### config.mk
export PLATFORM = sky130hd
export DESIGN_NAME = pseocp_top
export DESIGN_NICKNAME = d
export VERILOG_FILES = /design/src/logic/pseocp_pkg.sv /design/src/logic/pseocp_port.sv /design/src/logic/pseocp_top.sv
export VERILOG_INCLUDE_DIRS = /design/src /design/src/logic
export SDC_FILE = /design/constraint.sdc
export NUM_CORES = 1
export LEC_CHECK = 0
export CAP_MARGIN = 20
export CORE_MARGIN = 8
export CORE_UTILIZATION = 45
export DETAILED_ROUTE_END_ITERATION = 6
export DONT_BUFFER_PORTS = 1
export GPL_ROUTABILITY_DRIVEN = 0
export SLEW_MARGIN = 20
export SYNTH_ARGS = -nofsm -noshare
export SYNTH_HDL_FRONTEND = slang
export SYNTH_SLANG_ARGS = --single-unit
### constraint.sdc
create_clock -name clk -period 8 [get_ports clk]
set_clock_uncertainty 0.05 [all_clocks]
set_input_delay 0.8 -clock clk [delete_from_list [all_inputs] [get_ports clk]]
set_output_delay 0.8 -clock clk [all_outputs]
set_load 0.005 [all_outputs]
### src/logic/pseocp_consts.svh
`ifndef PSEOCP_CONSTS_SVH
`define PSEOCP_CONSTS_SVH

// clock and timer base
`define PSEOCP_CLK_HZ         25000000
`define PSEOCP_TICK_US        100
`define PSEOCP_TICK_CYC       ((`PSEOCP_CLK_HZ / 1000000) * `PSEOCP_TICK_US)
`define PSEOCP_UP_RATIO       16
`define PSEOCP_START_MS       60
`define PSEOCP_START_TICKS    (`PSEOCP_START_MS * 1000 / `PSEOCP_TICK_US)
`define PSEOCP_CUT_BASE_MS    15
`define PSEOCP_CUT_BASE_TICKS (`PSEOCP_CUT_BASE_MS * 1000 / `PSEOCP_TICK_US)
`define PSEOCP_LIM_BASE_MS    60
`define PSEOCP_LIM_BASE_TICKS (`PSEOCP_LIM_BASE_MS * 1000 / `PSEOCP_TICK_US)

// register offsets
`define PSEOCP_A_POWER   8'h00
`define PSEOCP_A_CUT     8'h04
`define PSEOCP_A_CURVE   8'h08
`define PSEOCP_A_TIMING  8'h0c
`define PSEOCP_A_STATUS  8'h10
`define PSEOCP_A_CLEAR   8'h14
`define PSEOCP_A_IRQ_EN  8'h18
`define PSEOCP_A_GENERAL 8'h1c
`define PSEOCP_A_MA_LO   8'h20
`define PSEOCP_A_MA_HI   8'h24

// field positions
`define PSEOCP_POWER_OFF_LSB 4
`define PSEOCP_CUT_STRIDE    4
`define PSEOCP_TIM_CUT_LSB   0
`define PSEOCP_TIM_LIM_LSB   2
`define PSEOCP_GEN_ALT_BIT   0
`define PSEOCP_GEN_AUTO_BIT  1
`define PSEOCP_ST_CUT_LSB    0
`define PSEOCP_ST_START_LSB  4
`define PSEOCP_ST_LIM_LSB    8

// reset values
`define PSEOCP_CUT_RST    16'h0000
`define PSEOCP_CURVE_RST  4'h0
`define PSEOCP_TIM_RST    4'h0
`define PSEOCP_GEN_RST    2'h2
`define PSEOCP_STAT_RST   12'h000

// classification code that earns the high-power settings
`define PSEOCP_CLASS_HI   3'h4
`define PSEOCP_CUT_CODE_HI 3'h6
`define PSEOCP_CUT_CODE_LO 3'h0

`endif

### src/logic/pseocp_pkg.sv
package pseocp_pkg;

  // sensed port conditions, already synchronised
  typedef struct packed {
    logic over_cut;
    logic at_limit;
    logic power_good;
  } pseocp_sense_type;

  // settings handed to the analog current-limit stage
  typedef struct packed {
    logic       curve_2x;
    logic [2:0] cut_threshold;
    logic       alt_sense_resistor_select;
  } pseocp_cfg_type;

  typedef enum logic [1:0] {ST_OFF, ST_START, ST_ON} pseocp_state_type;

endpackage

### src/logic/pseocp_port.sv
`timescale 1ns/100ps
`default_nettype none

module pseocp_port #(
  parameter int TW = 16
) (
  // clock, reset and timer enables
  input  wire logic                       clk,
  input  wire logic                       rstn,
  input  wire logic                       tick,
  input  wire logic                       slow_tick,
  // commands
  input  wire logic                       on_req,
  input  wire logic                       off_req,
  input  wire logic [TW-1:0]              start_len,
  input  wire logic [TW-1:0]              cut_max,
  input  wire logic [TW-1:0]              lim_max,
  input  wire pseocp_pkg::pseocp_sense_type sense,
  // state and events
  output logic                            gate_on,
  output logic                            inrush_mode,
  output logic                            foldback_on,
  output logic                            cut_evt,
  output logic                            start_evt,
  output logic                            lim_evt
);

  pseocp_pkg::pseocp_state_type state_reg;
  pseocp_pkg::pseocp_state_type state_next;
  logic [TW-1:0] start_reg;
  logic [TW-1:0] cut_reg;
  logic [TW-1:0] lim_reg;
  logic          start_end;
  logic          start_fail;
  logic          cut_exp;
  logic          lim_exp;
  logic          in_on;

  // down one per tick while over, up one per slow tick, clamped to max
  function automatic logic [TW-1:0] ud_step(input logic [TW-1:0] cnt,
                                            input logic [TW-1:0] max,
                                            input logic over);
    if (cnt > max)
      ud_step = max;
    else if (over && tick && cnt != '0)
      ud_step = cnt - 1'b1;
    else if (!over && slow_tick && cnt < max)
      ud_step = cnt + 1'b1;
    else
      ud_step = cnt;
  endfunction

  // end of start period and the two expiries
  assign in_on      = (state_reg == pseocp_pkg::ST_ON);
  assign start_end  = (state_reg == pseocp_pkg::ST_START) && tick
                      && (start_reg <= {{(TW-1){1'b0}}, 1'b1});
  assign start_fail = start_end && sense.at_limit;
  assign cut_exp    = in_on && sense.over_cut && tick
                      && (cut_reg <= {{(TW-1){1'b0}}, 1'b1});
  assign lim_exp    = in_on && sense.at_limit && tick
                      && (lim_reg <= {{(TW-1){1'b0}}, 1'b1});

  // next state: any fault or an off command drops the gate
  always_comb
  begin
    state_next = state_reg;
    unique case (state_reg)
      pseocp_pkg::ST_OFF:
        if (on_req)
          state_next = pseocp_pkg::ST_START;
      pseocp_pkg::ST_START:
        if (off_req || start_fail)
          state_next = pseocp_pkg::ST_OFF;
        else if (start_end)
          state_next = pseocp_pkg::ST_ON;
      pseocp_pkg::ST_ON:
        if (off_req || cut_exp || lim_exp)
          state_next = pseocp_pkg::ST_OFF;
      default:
        state_next = pseocp_pkg::ST_OFF;
    endcase
  end

  // state and outputs
  always_ff @(posedge clk or negedge rstn)
  begin
    if (!rstn)
    begin
      state_reg   <= pseocp_pkg::ST_OFF;
      gate_on     <= 1'b0;
      inrush_mode <= 1'b0;
      foldback_on <= 1'b0;
      cut_evt     <= 1'b0;
      start_evt   <= 1'b0;
      lim_evt     <= 1'b0;
    end
    else
    begin
      state_reg   <= state_next;
      gate_on     <= (state_next != pseocp_pkg::ST_OFF);
      inrush_mode <= (state_next == pseocp_pkg::ST_START);
      foldback_on <= (state_next == pseocp_pkg::ST_ON)
                     && sense.power_good;
      cut_evt     <= cut_exp;
      start_evt   <= start_fail;
      lim_evt     <= lim_exp;
    end
  end

  // timers: start counts down once; cut and limit are up/down
  always_ff @(posedge clk or negedge rstn)
  begin
    if (!rstn)
    begin
      start_reg <= '0;
      cut_reg   <= '0;
      lim_reg   <= '0;
    end
    else if (state_reg == pseocp_pkg::ST_OFF)
    begin
      start_reg <= start_len;
      cut_reg   <= cut_max;
      lim_reg   <= lim_max;
    end
    else if (state_reg == pseocp_pkg::ST_START)
    begin
      if (tick)
        start_reg <= start_reg - 1'b1;
      cut_reg <= cut_max;
      lim_reg <= lim_max;
    end
    else
    begin
      cut_reg <= ud_step(cut_reg, cut_max, sense.over_cut);
      lim_reg <= ud_step(lim_reg, lim_max, sense.at_limit);
    end
  end

endmodule // pseocp_port

`default_nettype wire

### src/logic/pseocp_top.sv
`timescale 1ns/100ps
`default_nettype none
`include "pseocp_consts.svh"

module pseocp_top #(
  parameter int NP       = 4,
  parameter int TW       = 16,
  parameter int TICK_CYC = `PSEOCP_TICK_CYC
) (
  // clock and reset
  input  wire logic                         clk,
  input  wire logic                         rstn,
  // register port
  input  wire logic [7:0]                   addr,
  input  wire logic [31:0]                  wdata,
  input  wire logic                         wr,
  input  wire logic                         rd,
  output logic      [31:0]                  rdata,
  output logic                              irq,
  // comparator pins, asynchronous
  input  wire logic [NP-1:0]                pin_over_cut,
  input  wire logic [NP-1:0]                pin_at_limit,
  input  wire logic [NP-1:0]                pin_power_good,
  // classification results, same clock
  input  wire logic [NP-1:0][2:0]           class_code,
  // gate and analog controls
  output logic      [NP-1:0]                gate_en,
  output logic      [NP-1:0]                inrush_en,
  output logic      [NP-1:0]                foldback_en,
  output pseocp_pkg::pseocp_cfg_type [NP-1:0] port_cfg
);

  logic [NP-1:0]      gate_w;
  logic [NP-1:0]      inrush_w;
  logic [NP-1:0]      fold_w;
  logic [NP-1:0]      cut_evt_w;
  logic [NP-1:0]      start_evt_w;
  logic [NP-1:0]      lim_evt_w;
  logic [3*NP-1:0]    sync1_reg;
  logic [3*NP-1:0]    sync2_reg;
  logic [NP*4-1:0]    cut_cfg_reg;
  logic [NP*4-1:0]    cut_cfg_next;
  logic [NP-1:0]      curve_reg;
  logic [NP-1:0]      curve_next;
  logic [3:0]         timing_reg;
  logic [1:0]         general_reg;
  logic [3*NP-1:0]    status_reg;
  logic [3*NP-1:0]    irq_en_reg;
  logic [NP-1:0]      on_req_reg;
  logic [NP-1:0]      off_req_reg;
  logic [15:0]        div_reg;
  logic [4:0]         slow_reg;
  logic               tick_reg;
  logic               slow_tick_reg;
  logic [TW-1:0]      cut_max;
  logic [TW-1:0]      lim_max;
  logic [TW-1:0]      start_len;
  logic [3*NP-1:0]    evt_w;
  logic [3*NP-1:0]    clr_w;
  logic [31:0]        rd_mux;
  logic               auto_on;
  logic               wr_power;
  logic               wr_cut;
  logic               wr_curve;
  logic               wr_timing;
  logic               wr_clear;
  logic               wr_irq_en;
  logic               wr_general;
  logic [31:0]        ma_lo;
  logic [31:0]        ma_hi;

  // nominal threshold in mA for a cut code, two codes share 374
  function automatic logic [15:0] cut_ma(input logic [2:0] code);
    unique case (code)
      3'h0, 3'h3: cut_ma = 16'd374;
      3'h1:       cut_ma = 16'd110;
      3'h2:       cut_ma = 16'd204;
      3'h4:       cut_ma = 16'd754;
      3'h5:       cut_ma = 16'd592;
      3'h6:       cut_ma = 16'd645;
      3'h7:       cut_ma = 16'd920;
    endcase
  endfunction

  // timeout in ticks: base doubled per field step
  function automatic logic [TW-1:0] tmo_ticks(input int base,
                                              input logic [1:0] sel);
    tmo_ticks = TW'(base << sel);
  endfunction

  // register decode
  assign wr_power   = wr && (addr == `PSEOCP_A_POWER);
  assign wr_cut     = wr && (addr == `PSEOCP_A_CUT);
  assign wr_curve   = wr && (addr == `PSEOCP_A_CURVE);
  assign wr_timing  = wr && (addr == `PSEOCP_A_TIMING);
  assign wr_clear   = wr && (addr == `PSEOCP_A_CLEAR);
  assign wr_irq_en  = wr && (addr == `PSEOCP_A_IRQ_EN);
  assign wr_general = wr && (addr == `PSEOCP_A_GENERAL);
  assign auto_on    = general_reg[`PSEOCP_GEN_AUTO_BIT];

  // cut and limit timer limits come from the timing field; start length is fixed
  assign cut_max   = tmo_ticks(`PSEOCP_CUT_BASE_TICKS,
                       timing_reg[`PSEOCP_TIM_CUT_LSB +: 2]);
  assign lim_max   = tmo_ticks(`PSEOCP_LIM_BASE_TICKS,
                       timing_reg[`PSEOCP_TIM_LIM_LSB +: 2]);
  assign start_len = TW'(`PSEOCP_START_TICKS);

  // event and clear vectors share the status layout
  assign evt_w = {lim_evt_w, start_evt_w, cut_evt_w};
  assign clr_w = wr_clear ? wdata[3*NP-1:0] : '0;

  // in auto mode a power-on rewrites that port's cut code and curve bit;
  // hardware wins over a host write in the same cycle
  always_comb
  begin
    cut_cfg_next = wr_cut ? wdata[NP*4-1:0] : cut_cfg_reg;
    curve_next   = wr_curve ? wdata[NP-1:0] : curve_reg;
    for (int i = 0; i < NP; i++)
    begin
      if (auto_on && on_req_reg[i])
      begin
        cut_cfg_next[i*`PSEOCP_CUT_STRIDE +: 3] =
          (class_code[i] == `PSEOCP_CLASS_HI) ? `PSEOCP_CUT_CODE_HI
                                              : `PSEOCP_CUT_CODE_LO;
        curve_next[i] = (class_code[i] == `PSEOCP_CLASS_HI);
      end
    end
  end

  // read mux; clear register is write only and reads zero
  always_comb
  begin
    ma_lo = {cut_ma(cut_cfg_reg[`PSEOCP_CUT_STRIDE +: 3]),
             cut_ma(cut_cfg_reg[0 +: 3])};
    ma_hi = {cut_ma(cut_cfg_reg[3*`PSEOCP_CUT_STRIDE +: 3]),
             cut_ma(cut_cfg_reg[2*`PSEOCP_CUT_STRIDE +: 3])};
    unique case (addr)
      `PSEOCP_A_POWER:   rd_mux = 32'(gate_en)
                                  | (32'(inrush_en) << `PSEOCP_POWER_OFF_LSB);
      `PSEOCP_A_CUT:     rd_mux = 32'(cut_cfg_reg);
      `PSEOCP_A_CURVE:   rd_mux = 32'(curve_reg);
      `PSEOCP_A_TIMING:  rd_mux = 32'(timing_reg);
      `PSEOCP_A_STATUS:  rd_mux = 32'(status_reg);
      `PSEOCP_A_IRQ_EN:  rd_mux = 32'(irq_en_reg);
      `PSEOCP_A_GENERAL: rd_mux = 32'(general_reg);
      `PSEOCP_A_MA_LO:   rd_mux = ma_lo;
      `PSEOCP_A_MA_HI:   rd_mux = ma_hi;
      default:           rd_mux = 32'h0000_0000;
    endcase
  end

  // two-flop synchronisers for the comparator pins
  always_ff @(posedge clk or negedge rstn)
  begin
    if (!rstn)
    begin
      sync1_reg <= '0;
      sync2_reg <= '0;
    end
    else
    begin
      sync1_reg <= {pin_power_good, pin_at_limit, pin_over_cut};
      sync2_reg <= sync1_reg;
    end
  end

  // tick divider; up-counting runs at one tick in UP_RATIO
  always_ff @(posedge clk or negedge rstn)
  begin
    if (!rstn)
    begin
      div_reg       <= '0;
      slow_reg      <= '0;
      tick_reg      <= 1'b0;
      slow_tick_reg <= 1'b0;
    end
    else
    begin
      tick_reg      <= (div_reg == 16'(TICK_CYC - 1));
      slow_tick_reg <= (div_reg == 16'(TICK_CYC - 1))
                       && (slow_reg == 5'(`PSEOCP_UP_RATIO - 1));
      if (div_reg == 16'(TICK_CYC - 1))
      begin
        div_reg  <= '0;
        slow_reg <= (slow_reg == 5'(`PSEOCP_UP_RATIO - 1)) ? '0
                                                            : slow_reg + 1'b1;
      end
      else
        div_reg <= div_reg + 1'b1;
    end
  end

  // configuration registers and power commands
  always_ff @(posedge clk or negedge rstn)
  begin
    if (!rstn)
    begin
      cut_cfg_reg <= `PSEOCP_CUT_RST;
      curve_reg   <= `PSEOCP_CURVE_RST;
      timing_reg  <= `PSEOCP_TIM_RST;
      general_reg <= `PSEOCP_GEN_RST;
      irq_en_reg  <= '0;
      on_req_reg  <= '0;
      off_req_reg <= '0;
    end
    else
    begin
      cut_cfg_reg <= cut_cfg_next;
      curve_reg   <= curve_next;
      if (wr_timing)
        timing_reg <= wdata[3:0];
      if (wr_general)
        general_reg <= wdata[1:0];
      if (wr_irq_en)
        irq_en_reg <= wdata[3*NP-1:0];
      on_req_reg  <= wr_power ? wdata[NP-1:0] : '0;
      off_req_reg <= wr_power ? wdata[`PSEOCP_POWER_OFF_LSB +: NP] : '0;
    end
  end

  // sticky faults: set wins over a clear in the same cycle
  always_ff @(posedge clk or negedge rstn)
  begin
    if (!rstn)
      status_reg <= `PSEOCP_STAT_RST;
    else
      status_reg <= (status_reg & ~clr_w) | evt_w;
  end

  // bus answer and interrupt level
  always_ff @(posedge clk or negedge rstn)
  begin
    if (!rstn)
    begin
      rdata <= 32'h0000_0000;
      irq   <= 1'b0;
    end
    else
    begin
      rdata <= rd ? rd_mux : 32'h0000_0000;
      irq   <= |(((status_reg & ~clr_w) | evt_w) & irq_en_reg);
    end
  end

  // drive outputs; the analog stage sees settings one cycle after
  always_ff @(posedge clk or negedge rstn)
  begin
    if (!rstn)
    begin
      gate_en     <= '0;
      inrush_en   <= '0;
      foldback_en <= '0;
      port_cfg    <= '0;
    end
    else
    begin
      gate_en     <= gate_w;
      inrush_en   <= inrush_w;
      foldback_en <= fold_w;
      for (int i = 0; i < NP; i++)
      begin
        port_cfg[i].curve_2x      <= curve_reg[i];
        port_cfg[i].cut_threshold <=
          cut_cfg_reg[i*`PSEOCP_CUT_STRIDE +: 3];
        port_cfg[i].alt_sense_resistor_select <=
          general_reg[`PSEOCP_GEN_ALT_BIT];
      end
    end
  end

  // one protection engine per port
  for (genvar g = 0; g < NP; g++)
  begin : g_port
    pseocp_port #(
      .TW (TW)
    ) u_port (
      .clk         (clk),
      .rstn        (rstn),
      .tick        (tick_reg),
      .slow_tick   (slow_tick_reg),
      .on_req      (on_req_reg[g]),
      .off_req     (off_req_reg[g]),
      .start_len   (start_len),
      .cut_max     (cut_max),
      .lim_max     (lim_max),
      .sense       ({sync2_reg[g], sync2_reg[NP+g], sync2_reg[2*NP+g]}),
      .gate_on     (gate_w[g]),
      .inrush_mode (inrush_w[g]),
      .foldback_on (fold_w[g]),
      .cut_evt     (cut_evt_w[g]),
      .start_evt   (start_evt_w[g]),
      .lim_evt     (lim_evt_w[g])
    );
  end

endmodule // pseocp_top

`default_nettype wire

## Word-level counts from Yosys, hierarchy flattened

Memories as Yosys holds them, arrays and structs flattened.
Cells that the tools add are included.

- Bitwise logic cells: 5
- Muxes and demuxes: 93
- Magnitude comparators: 28
- Shift operators: 2
- Reductions and logical operators: 150
- Add/sub/neg operators: 22
- Multipliers: 0
- Div/mod/pow operators: 0
- Eq/ne operators: 31

Operator list:

| kind | number |
|---|---|
| 16-bit 2-to-1 mux | 53 |
| 32-bit case mux with 9 select lines | 1 |
| 16-bit by 1-bit <= comparator with 1-bit output, second input constant | 12 |
| 16-bit by 1-bit subtractor with 16-bit output, second input constant | 12 |
| 16-bit by 1-bit adder with 16-bit output, second input constant | 9 |
| 16-bit > comparator | 8 |
| 16-bit < comparator | 8 |
| 16-bit nonzero test | 8 |
| 1-bit logical AND | 84 |
| 2-bit nonzero test | 20 |
| 5-bit nonzero test | 8 |
| 8-bit by 5-bit equality test with 1-bit output, second input constant | 4 |
| 2-bit 2-to-1 mux | 16 |
| 32-bit 2-to-1 mux | 1 |
| 12-bit AND | 2 |
| 3-bit 2-to-1 mux | 8 |
| 2-bit case mux with 3 select lines | 4 |
| 16-bit by 12-bit equality test with 1-bit output, second input constant | 1 |
| 2-bit by 1-bit equality test with 1-bit output, second input constant | 8 |
| 2-bit equality test, second input constant | 8 |
| 8-bit by 4-bit equality test with 1-bit output, second input constant | 2 |
| 8-bit by 6-bit equality test with 1-bit output, second input constant | 2 |
| 10-bit by 2-bit << shifter with 16-bit output, first input constant | 1 |
| 8-bit by 2-bit << shifter with 16-bit output, first input constant | 1 |
| 18 further kinds | 50 |

- Memory bits (writable): 0
- Memory bits (read-only): 320
- Input port bits: 68
- Logic and storage cells: 410
- Output and inout bits: 65
- Memories: 4
- Latch bits: 0
- Bits in registers: 391

Memories:

| memory | words | width | read ports | clocked after memory_dff | write ports | line | text |
|---|---|---|---|---|---|---|---|
| (name not given) | 8 | 10 | 1 | 0 | 0 | pseocp_top.sv:74 | `unique case (code)` |
| (name not given) | 8 | 10 | 1 | 0 | 0 | pseocp_top.sv:74 |  |
| (name not given) | 8 | 10 | 1 | 0 | 0 | pseocp_top.sv:74 |  |
| (name not given) | 8 | 10 | 1 | 0 | 0 | pseocp_top.sv:74 |  |

## Depth between registers and ports, before layout

Gate-level depths: netlist of the first run.

- Depth in word-level cells: 10
- Depth in mapped cells: 14
- Mapped depth without buffers: 11

## Cells and area by module

A second synthesis of the first run with hierarchy kept.

- Cell total of the unflattened synthesis: 2825
- Area total of the unflattened synthesis: 24946.4 um2

Modules (own cells, without submodules):

| module | area each (um2) | cells an instance | instances |
|---|---|---|---|
| pseocp_port (g_port[1].u_port ...) | 4529.3 | 562 | 2 |
| pseocp_top | 7051.8 | 625 | 1 |
| pseocp_port (g_port[0].u_port) | 4435.5 | 537 | 1 |
| pseocp_port (g_port[3].u_port) | 4400.5 | 539 | 1 |

## Least setup slack after synthesis of the first run

OpenSTA, ideal clock, no wires.

- Path kind: reg2reg
- From: register timing_reg[1]
- To: register g_port[1].u_port.cut_reg[3]
- Period minus slack after synthesis: 3244 ps
- Slack: 4756 ps
- Buffers on the path: 0
- Arrival time: 3112 ps
- Data required time: 7867 ps
- Cell stages (with the launch flop): 11
- Setup time: 83 ps
- Cell sequence: dfrtp_1 -> inv_1 -> ha_1 -> ha_1 -> a21oi_1 -> a21oi_1 -> or4b_2 -> nor4_4 -> a41oi_1 -> xor2_1 -> o21ai_0

- Longest elaborated chain between the ends: 5
- Elaborated cells on any way between the ends: 8

RTL lines:

| what | line | text |
|---|---|---|
| start, declared | pseocp_top.sv:45 | `logic [3:0] timing_reg;` |
| start signal, assigned | pseocp_top.sv:200 | `` timing_reg <= `PSEOCP_TIM_RST; `` |
| start signal, assigned | pseocp_top.sv:211 | `timing_reg <= wdata[3:0];` |
| 8-bit by 2-bit << shifter with 16-bit output * | pseocp_top.sv:88 | `tmo_ticks = TW'(base << sel);` |
| 16-bit > comparator | pseocp_port.sv:43 | `if (cnt > max)` |
| 16-bit 2-to-1 mux | pseocp_port.sv:43 |  |
| 16-bit 2-to-1 mux | pseocp_port.sv:125 | `else if (state_reg == pseocp_pkg::ST_START)` |
| 16-bit 2-to-1 mux | pseocp_port.sv:119 | `else if (state_reg == pseocp_pkg::ST_OFF)` |
| end signal, assigned | pseocp_port.sv:122 | `cut_reg <= cut_max;` |
| end signal, assigned | pseocp_port.sv:129 | `cut_reg <= cut_max;` |
| end signal, assigned | pseocp_port.sv:134 | `cut_reg <= ud_step(cut_reg, cut_max, sense.over_cut);` |
| end, declared | pseocp_port.sv:31 | `logic [TW-1:0] cut_reg;` |

Mark *: on every way between the ends. The rest lies on a longest branch, timed or not.
A chain may end at the register's enable or synchronous reset.

## Final worst setup path of the first run

- From: register timing_reg[0]
- To: register g_port[0].u_port.cut_reg[2]

- Longest elaborated chain between the ends: 5
- Elaborated cells on any way between the ends: 8

RTL lines:

| what | line |
|---|---|
| 8-bit by 2-bit << shifter with 16-bit output * | pseocp_top.sv:88 |
| 16-bit > comparator | pseocp_port.sv:43 |
| 16-bit 2-to-1 mux | pseocp_port.sv:43 |
| 16-bit 2-to-1 mux | pseocp_port.sv:125 |
| 16-bit 2-to-1 mux | pseocp_port.sv:119 |
| end signal, assigned | pseocp_port.sv:122 |
| end signal, assigned | pseocp_port.sv:129 |
| end signal, assigned | pseocp_port.sv:134 |
| end, declared | pseocp_port.sv:31 |

Marks and branches as above.

==> metrics.yaml, run 1 <==
ant_nets: 0
track_usage_pct: 20.0
yosysWarnings: 0
regArea_um2: 9610
yosysTopAreaCell: "dfrtp_1"
wl_per_cell_um: 19.5
fp.coreArea_um2: 48500
synth_ff_type: "dfrtp_1"
clk_latency_ps: 600
syn_area_um2: 22000
p_per_area_nw_per_um2: 191
status: "finished, violations left"
max_freq_ghz: 0.221
viasPerCell: 6.01
reg2reg_depth: 11
finish.instance_area_um2: 24100
failed_checks: "design-rule violations, negative hold slack"
worstPathRequired_ps: 8390
clkSinkCount: 384
crit_family: "simple AND/OR/NAND/NOR gates"
p_leak_nw: 10.3
detail_route.wirelength_um: 57100
grt_pass1_wl_um: 92900
ys_seq_elements: 384
async_flop_share_pct: 100
yosysMostFrequentCell: "dfrtp_1"
grt-ovfl-total: 0
cts.htree.levels: 2
worst_pin_slew_ps: 1060
cts_setup_buffers: 0
synth.avg_cell_area_um2: 9.53
r2r_setup_slack_ps: 3470
vias: 17600
rsz0062_at_grt: "false"
drt-initial-drc-count: 1601
post_cts_resized: 0
cp-start-kind: "flip-flop"
initial_core_util_pct: 45.3
r2r-start: "timing_reg[0]"
io_buffers: 0
grt_max_degree: 385
totalPowerFinal_mw: 4.60
drive_gt1_share_pct: 6.80
synth_top_area_share_pct: 43.6
fin_crit_sh_pct: 56.7
placed_cell_area_um2: 22500
slowest_delay_ps: 780
area_delta_synth_final_pct: 9.52
yosys-top-cells-area: "dfrtp_1, ha_1, nor2_1, a21oi_1, nand2_1"
hpwl_um: 39800
pin_count: 133
cts_tree: "built"
root_buffer: "clkbuf_16"
holdCritPathClass: "input port to async pin"
synth_seq_area_share_pct: 43.7
finalHoldWorstSlack_ps: -153
finalSetupViolCount: 0
dieArea_um2: 56200
syn_inst: 2307
die_h_um: 237
maxCapViolCount: 0
crit_type: "flip-flop to flip-flop"
synth_cell_type_count: 85
synth.top_cells.by_count: "dfrtp_1, nor2_1, nand2_1, ha_1, a21oi_1"
grt_pass1_vias: 17000
cts.clk_slew.worst_paths_ps: 60
cp.arrival_ps: 4920
num-fill-cells: 4459
finalHoldViolCount: 160
tns_ps: 0
multi_input_area_um2: 11700
synth_edf_count: 0
dr.pass1.iters: 7
relSlewSlack_pct: 29.1
crit_buf_inv: 3
crit_fanout: 15
cts_buffers: 46
crit_slowest_cell: "nor2_1"
cp_cell_sequence: "inv_1, ha_1, inv_1, ha_1, nand3_1, nor2_1, a21boi_0, nor3_1, nor2_1, clkinv_1, mux2i_1"
clock_path_buffers: 3
drc: 13
die_x_um: 237
power.ir.vdd_worst_v: 0.000135
rows: 81
antenna_found_initial: 0
rr_endpoint: "g_port[0].u_port.cut_reg[2]"
period_needed_ps: 4530
endpoint_kind: "flip-flop"
finalNetCount: 2483
drv_slew: 0
-- worst register-to-register path, cell delays in order, from the launching register on --
cell	delay (ps)
dfrtp_1	540
inv_1	350
ha_1	400
inv_1	320
ha_1	400
nand3_1	150
nor2_1	200
a21boi_0	330
nor3_1	120
nor2_1	780
clkinv_1	530
mux2i_1	220
-- cell type report --
type | count | area share, %
Antenna cell | 1 | 0.0104
Tap cell | 622 | 3.23
Timing Repair Buffer | 14 | 0.437
Sequential cell | 384 | 39.9
Inverter | 81 | 1.26
Clock inverter | 29 | 1.51
Multi-Input combinational cell | 1746 | 48.5
Clock buffer | 56 | 5.10
-- worst max-delay path by stage --
stage / from / endpoint / slack (ps) / depth (start not counted)
finish: timing_reg[0] / g_port[0].u_port.cut_reg[2] / 3470 / 11
global route: timing_reg[0] / g_port[0].u_port.cut_reg[4] / 3150 / 11
CTS: timing_reg[0] / g_port[0].u_port.cut_reg[2] / 3460 / 11
detailed placement: timing_reg[0] / g_port[0].u_port.cut_reg[2] / 3500 / 11
global placement: timing_reg[0] / g_port[0].u_port.cut_reg[2] / 3660 / 11
floorplan: timing_reg[1] / g_port[1].u_port.cut_reg[3] / 4760 / 10
-- cells by family (layout without fill, tap and decap cells) --
kind of cell / Yosys count / count (layout) / share of synthesized area, %
other cells: 1 / 7 / 0.0171
flops: 384 / 384 / 43.7
fa+ha+maj: 142 / 142 / 8.08
simple gates: 868 / 868 / 20.5
mux: 84 / 84 / 3.99
buf+inv: 182 / 180 / 3.36
compound gates: 539 / 539 / 16.0
xor+xnor: 107 / 107 / 4.26
-- metal layers --
layer | wire length (µm) | global-route usage [%] | up-vias
met5 | 0 | 0 | -
met4 | 1020 | 4.49 | 0
met3 | 3100 | 3.71 | 89
met2 | 26400 | 32.1 | 460
met1 | 26600 | 27.7 | 8693
li1 | - | - | 8398
-- power by group --
group	leakage (nW)	total (mW)	internal [mW]	switching [mW]
combinational	4.52	0.330	0.143	0.187
sequential	5.00	2.08	1.99	0.0860
clock	0.771	2.19	1.30	0.890
total	10.3	4.60	3.44	1.16
-- placed cells by master (no fill, tap or decap), types with 55 or more instances in the layout --
cell type    n
xnor2_1     68
nor2_1     196
mux2i_1     55
dfrtp_1    383
o21ai_0    119
nand3_1     88
nor3_1      77
a21oi_1    130
nand2_1    170
inv_1       79
ha_1       142
-- through the flow --
stage          util (%)  instances  setup slack (ps)
4_1_cts            49.5       2932              3460
3_5_place_dp       46.3       2847              3500
2_1_floorplan         -       2312              4760
5_1_grt            49.6       2932              3150
3_3_place_gp       46.2       2846              3660
6_report           49.6       2933              3470
(Power assumes the default switching activity.)
==> inputs of run 2 (changes only) <==
Settings changed: ABC_AREA set to 1.
Clock period 8 ns to 4 ns, I/O delays scaled along.
==> run 2 against run 1 <==
The run ends with negative hold slack left. Non-clock buffer count up 41. Power up 110%. Sequential share of layout area down 5.8 points. First-iteration DRC count up 14%. Final cell count up 48%. Global-route usage up 1.5 points. Wire length up 25%. Sequential power up 100%. Clock-buffer cell count up 4. Cell area up 17%. Highest routed layer unchanged.
==> metrics.yaml, run 2 <==
root_buffer: "clkbuf_16"
track_usage_pct: 21.5  # +1.5 points
crit_type: "flip-flop to flip-flop"
clkSinkCount: 384  # unchanged
place_ws_ps: 765  # -2730 ps
synth.avg_cell_area_um2: 7.32  # -23%
cts.clk_slew.worst_paths_ps: 60  # about the same
most-common-layout-cells: "nand2_1, nor2_1, inv_1"
crit_fanout: 13  # -2
rsz0062_at_grt: "false"
ys_seq_elements: 384  # unchanged
synth_cell_type_count: 70  # -18%
p_per_area_nw_per_um2: 337  # +76%
layout_commonest_cell: "nand2_1"
grt_pass1_vias: 21500  # +26%
final_cells: 4334  # +48%
yosysMostFrequentCell: "nand2_1"
finish.utilization_pct: 49.8  # +0.20 points
pin_count: 133  # unchanged
sw_frac_of_total_pct: 27.2  # +1.9 points
yosysTopAreaCell: "dfrtp_1"
async_flop_share_pct: 100  # unchanged
area_delta_synth_final_pct: 9.08
finish.instance_area_um2: 28100  # +17%
vias: 22700  # +29%
p_sw_mw: 2.58  # +120%
synth.top_cells.by_count: "nand2_1, nor2_1, inv_1, dfrtp_1, nand3_1"
cts_buffers: 44  # -4.3%
period_needed_ps: 3260  # -1270 ps
fp.coreArea_um2: 56500  # +16%
worstPathRequired_ps: 4460  # -3930 ps
status: "finished, violations left"
cts_hold_buf: 35
fin_ws_ps: 739  # -2730 ps
io_buffers: 0  # unchanged
syn_area_um2: 25800  # +17%
hpwl_um: 52400  # +32%
wl_per_cell_um: 16.5  # -15%
worst_pin_slew_ps: 1260  # +201 ps
combPwrFrac_pct: 11.1  # +3.9 points
finalSetupViolCount: 0  # unchanged
clockPowerShare_pct: 44.9  # -2.8 points
synth_edf_count: 0  # unchanged
dp.cells: 4219  # +48%
relSlewSlack_pct: 15.7  # -13 points
cp.arrival_ps: 3720  # -1200 ps
clk_latency_ps: 590  # about the same
num-fill-cells: 5597  # +26%
failed_checks: "negative hold slack"
tns_ps: 0  # unchanged
rows: 87  # +7.4%
fin_crit_sh_pct: 81.5  # +25 points
holdCritPathClass: "input port to async pin"
finalHoldViolCount: 383  # +140%
synth_seq_area_share_pct: 37.3  # -6.5 points
yosysWarnings: 0  # unchanged
intPower_mw: 6.91  # +100%
totalPowerFinal_mw: 9.49  # +110%
dieArea_um2: 65200  # +16%
post_cts_resized: 0  # unchanged
placed_cell_area_um2: 26300  # +17%
ant_nets: 0  # unchanged
syn_inst: 3521  # +53%
initial_core_util_pct: 45.6  # +0.37 points
yosys-top-cells-area: "dfrtp_1, nand2_1, ha_1, nor2_1, inv_1"
cts_setup_buffers: 0  # unchanged
synth_ff_type: "dfrtp_1"
maxCapViolCount: 0  # unchanged
cp-start-kind: "flip-flop"
drv_slew: 0  # unchanged
clock_path_buffers: 3  # unchanged
p_leak_nw: 13.6  # +32%
grt_max_degree: 385  # unchanged
seq_power_share_pct: 44.0  # -1.2 points
drt-initial-drc-count: 1831  # +14%
grt-ovfl-total: 0  # unchanged
antenna_found_initial: 0  # unchanged
grt_pass1_wl_um: 117000  # +26%
dr.pass1.iters: 6  # -1
die_x_um: 255  # +7.8%
synth_top_area_share_pct: 37.2  # -6.4 points
die_h_um: 255  # +7.8%
cts.htree.levels: 2  # unchanged
max_freq_ghz: 0.307  # +39%
finalHoldWorstSlack_ps: -494  # -341 ps
viasPerCell: 5.23  # -13%
drc: 0  # -13
detail_route.wirelength_um: 71400  # +25%
cts_tree: "built"
diodes: 0  # -1
endpoint_kind: "flip-flop"
power.ir.vdd_worst_v: 0.000393  # +190%
r2r_setup_slack_ps: 740  # -2730 ps
drive_gt1_share_pct: 7.15  # +0.36 points
finalNetCount: 3754  # +51%
-- run 2: power groups by stage --
stage | Sequential [mW] | Combinational, mW | Clock, mW
2_1_floorplan | 4.15 | 0.829 | 0
3_3_place_gp | 4.24 | 0.997 | 0
3_5_place_dp | 4.24 | 1.01 | 0
4_1_cts | 4.17 | 1.05 | 4.38
5_1_grt | 4.19 | 1.20 | 4.53
6_report | 4.17 | 1.06 | 4.26
-- run 2: worst max-delay path: stages, from the launching register on --
cell,delay [ps]
dfrtp_1,350
inv_1,170
ha_1,610
inv_1,260
ha_1,350
nand2_1,60
nor2_1,50
o21ai_0,60
nand3_1,80
nand2_1,80
nand2_1,50
nand2_1,190
nand2_2,250
nor2_4,350
nand2_1,110
nand3_1,90
-- run 2: cell families after synthesis --
kind of cell               Yosys count  synth area share [%]
AOI/OAI and AO/OA                  399                  8.81
and+or+nand+nor                   1954                  33.8
other                                1                0.0145
muxes                                2                0.0873
adders and majority gates          142                  6.89
buffers and inverters              506                  8.66
DFF                                384                  37.3
xor gates and xnor gates           133                  4.52
-- run 2: final cells by class --
class	count	area [µm²]	share of cell area, %
multi-input cells	2636	14000	49.6
flip-flops and latches	384	9610	34.2
inverters	423	1590	5.65
clock buffers	60	1250	4.45
well taps	756	946	3.36
repair buffers	55	500	1.78
clock inverters	20	267	0.947
-- run 2: metal layers --
metal  track usage, %  vias up  wire (µm)  part of all wire [%]
met3             3.24       90       3990                   5.6
met1             30.2    10600      33900                    48
met5                0        -          0                     0
met4             6.21        0       1690                   2.4
li1                 -    11400          -                     -
met2             33.9      558      31800                    45
-- run 2: path summary, 6_finish.rpt --
kind                                     from                            to  cells past startpoint
max in group asynchronous                rstn                     rdata[13]                      0
worst min-delay path                     rstn  g_port[2].u_port.lim_reg[14]                      0
min in group clk                     wdata[4]                 status_reg[4]                      2
worst min register to register   sync1_reg[0]                  sync2_reg[0]                      0
worst max register to register  timing_reg[3]   g_port[1].u_port.lim_reg[8]                     15
worst max-delay path            timing_reg[3]   g_port[1].u_port.lim_reg[8]                     15
==> inputs of run 3 (changes only) <==
Clock period 4 ns to 3.3 ns, I/O delays scaled along.
==> run 3 against run 2 <==
The run still ends with negative hold slack left. Clock power rose by 36%. Clock-buffer cell count shrank 2. Via count up 0.23%. Critical path type unchanged. Critical endpoint is now g_port[3].u_port.lim_reg[2]. Largest power group unchanged. Highest routed layer unchanged.
==> metrics.yaml, run 3 (synthesis results as in run 2) <==
status: "finished, violations left"
failed_checks: "negative hold slack"
num-fill-cells: 5546  # -0.91%
finalNetCount: 3772  # +0.48%
vias: 22700  # +0.23%
p_per_area_nw_per_um2: 426  # +26%
cts.clk_slew.worst_paths_ps: 60  # about the same
max_freq_ghz: 0.320  # +4.5%
p_sw_mw: 3.17  # +23%
finalSetupViolCount: 0  # unchanged
p_leak_nw: 13.8  # +1.4%
cts_tree: "built"
grt_pass1_wl_um: 118000  # +1.0%
cp.arrival_ps: 3520  # -200 ps
ant_nets: 0  # unchanged
drc: 0  # unchanged
slowest_delay_ps: 390  # -220 ps
initial_core_util_pct: 45.6  # unchanged
period_needed_ps: 3120  # -139 ps
holdCritPathClass: "input port to async pin"
drive_gt1_share_pct: 7.62  # +0.46 points
cp-start-kind: "flip-flop"
grt_max_degree: 385  # unchanged
dr.pass1.iters: 6  # unchanged
power.ir.vdd_worst_v: 0.000389  # -0.91%
most-common-layout-cells: "nand2_1, nor2_1, inv_1"
fp.coreArea_um2: 56500  # unchanged
die_x_um: 255  # unchanged
crit_top_cell: "inv_1"
cts.htree.levels: 2  # unchanged
viasPerCell: 5.22  # -0.23%
grt_pass1_vias: 21500  # +0.10%
fin_crit_sh_pct: 94.6  # +13 points
clk_latency_ps: 590  # about the same
wl_per_cell_um: 16.6  # +0.52%
tns_ps: 0  # unchanged
intPower_mw: 8.97  # +30%
area_delta_synth_final_pct: 10.6
finalHoldWorstSlack_ps: -558  # -63.7 ps
crit_type: "flip-flop to flip-flop"
combPwrFrac_pct: 10.6  # -0.5 points
layout_commonest_cell: "nand2_1"
crit_family: "simple AND/OR/NAND/NOR gates"
diodes: 0  # unchanged
clkSinkCount: 384  # unchanged
detail_route.wirelength_um: 72100  # +0.98%
clock_path_buffers: 3  # unchanged
die_h_um: 255  # unchanged
worst_pin_slew_ps: 907  # -358 ps
rsz0062_at_grt: "false"
relSlewSlack_pct: 39.5  # +24 points
worstPathRequired_ps: 3690  # -770 ps
root_buffer: "clkbuf_16"
crit_slowest_cell: "ha_1"
maxCapViolCount: 0  # unchanged
grt-ovfl-total: 0  # unchanged
sw_frac_of_total_pct: 26.1  # -1.1 points
rows: 87  # unchanged
pin_count: 133  # unchanged
cp_cell_sequence: "inv_1, ha_1, inv_1, ha_1, nand2_1, inv_1, nand2_1, nor2_1, nand3_1, nand2_2, nand2_4, nor2_4, o21ai_0"
track_usage_pct: 21.7  # +0.28 points
clockPowerShare_pct: 47.8  # +2.9 points
dieArea_um2: 65200  # unchanged
crit_fanout: 13  # unchanged
drt-initial-drc-count: 1782  # -2.7%
seq_power_share_pct: 41.6  # -2.4 points
crit_buf_inv: 3  # +1
antenna_found_initial: 0  # unchanged
finish.utilization_pct: 50.5  # +0.70 points
cts_hold_buf: 41  # +17%
finalHoldViolCount: 384  # +0.26%
endpoint_kind: "flip-flop"
hpwl_um: 52800  # +0.89%
io_buffers: 0  # unchanged
cts_buffers: 45  # +2.3%
drv_slew: 0  # unchanged
==> run 3: cell types whose count changed in the layout (fill, tap and decap cells not counted), sizes merged <==
cell,before,now
buf,20,31
bufinv,5,12
dlygate4sd3,35,41
clkbuf,60,58
clkinv,11,9
==> run 3: final timing paths <==
kind | end | slack, ps | cells after the start | start
max | g_port[3].u_port.lim_reg[2] | 180 | 13 | timing_reg[2]
min reg2reg | inrush_en[3] | 300 | 0 | g_port[3].u_port.inrush_mode
max in group asynchronous | g_port[3].u_port.start_reg[15] | 3040 | 0 | rstn
max reg2reg | g_port[3].u_port.lim_reg[2] | 180 | 13 | timing_reg[2]
min in group clk | rdata[15] | 30 | 2 | rd
min | sync1_reg[5] | -560 | 0 | rstn
==> run 3: metal layers <==
metal	routed length, µm	vias up	track usage, %
met5	0	-	0
met2	31800	592	33.7
met3	4030	130	3.49
met4	2200	0	6.74
li1	-	11500	-
met1	34000	10500	30.9
==> run 3: power by group through the flow <==
stage / sequential (mW) / clock, mW / combinational [mW]
global route: 5.07 / 6.16 / 1.47
finish: 5.05 / 5.80 / 1.28
global placement: 5.14 / 0 / 1.21
detailed placement: 5.14 / 0 / 1.22
floorplan: 5.03 / 0 / 1.00
CTS: 5.05 / 5.95 / 1.27
==> run 3: area by class of cell <==
type | count | area [µm²] | area share, %
Clock buffer | 58 | 1270 | 4.44
Clock inverter | 25 | 470 | 1.65
Tap cell | 756 | 946 | 3.32
Sequential cell | 384 | 9610 | 33.7
Multi-Input combinational cell | 2636 | 14000 | 49.0
Inverter | 423 | 1590 | 5.58
Timing Repair Buffer | 72 | 656 | 2.30
==> run 3: what timing repair did <==
item	CTS	global route
resized for setup	0	4
setup buffers	0	2
endpoints found under the hold margin	446	384
endpoints found under the setup margin	0	54
==> run 3: metrics by stage <==
step / cells / power [mW] / setup slack [ps] / instance area (µm²)
2_1_floorplan: 3526 / 6.03 / 717 / 25800
3_3_place_gp: 4228 / 6.34 / 207 / 26300
3_5_place_dp: 4228 / 6.35 / 100 / 26300
4_1_cts: 4352 / 12.3 / 107 / 28500
5_1_grt: 4354 / 12.7 / 15.0 / 28500
6_report: 4354 / 12.1 / 178 / 28500
==> run 3: worst register-to-register path, cell delays in order (launching register included) <==
cell	delay (ps)
dfrtp_1	370
inv_1	180
ha_1	290
inv_1	270
ha_1	390
nand2_1	50
inv_1	60
nand2_1	50
nor2_1	210
nand3_1	160
nand2_2	210
nand2_4	170
nor2_4	350
o21ai_0	160
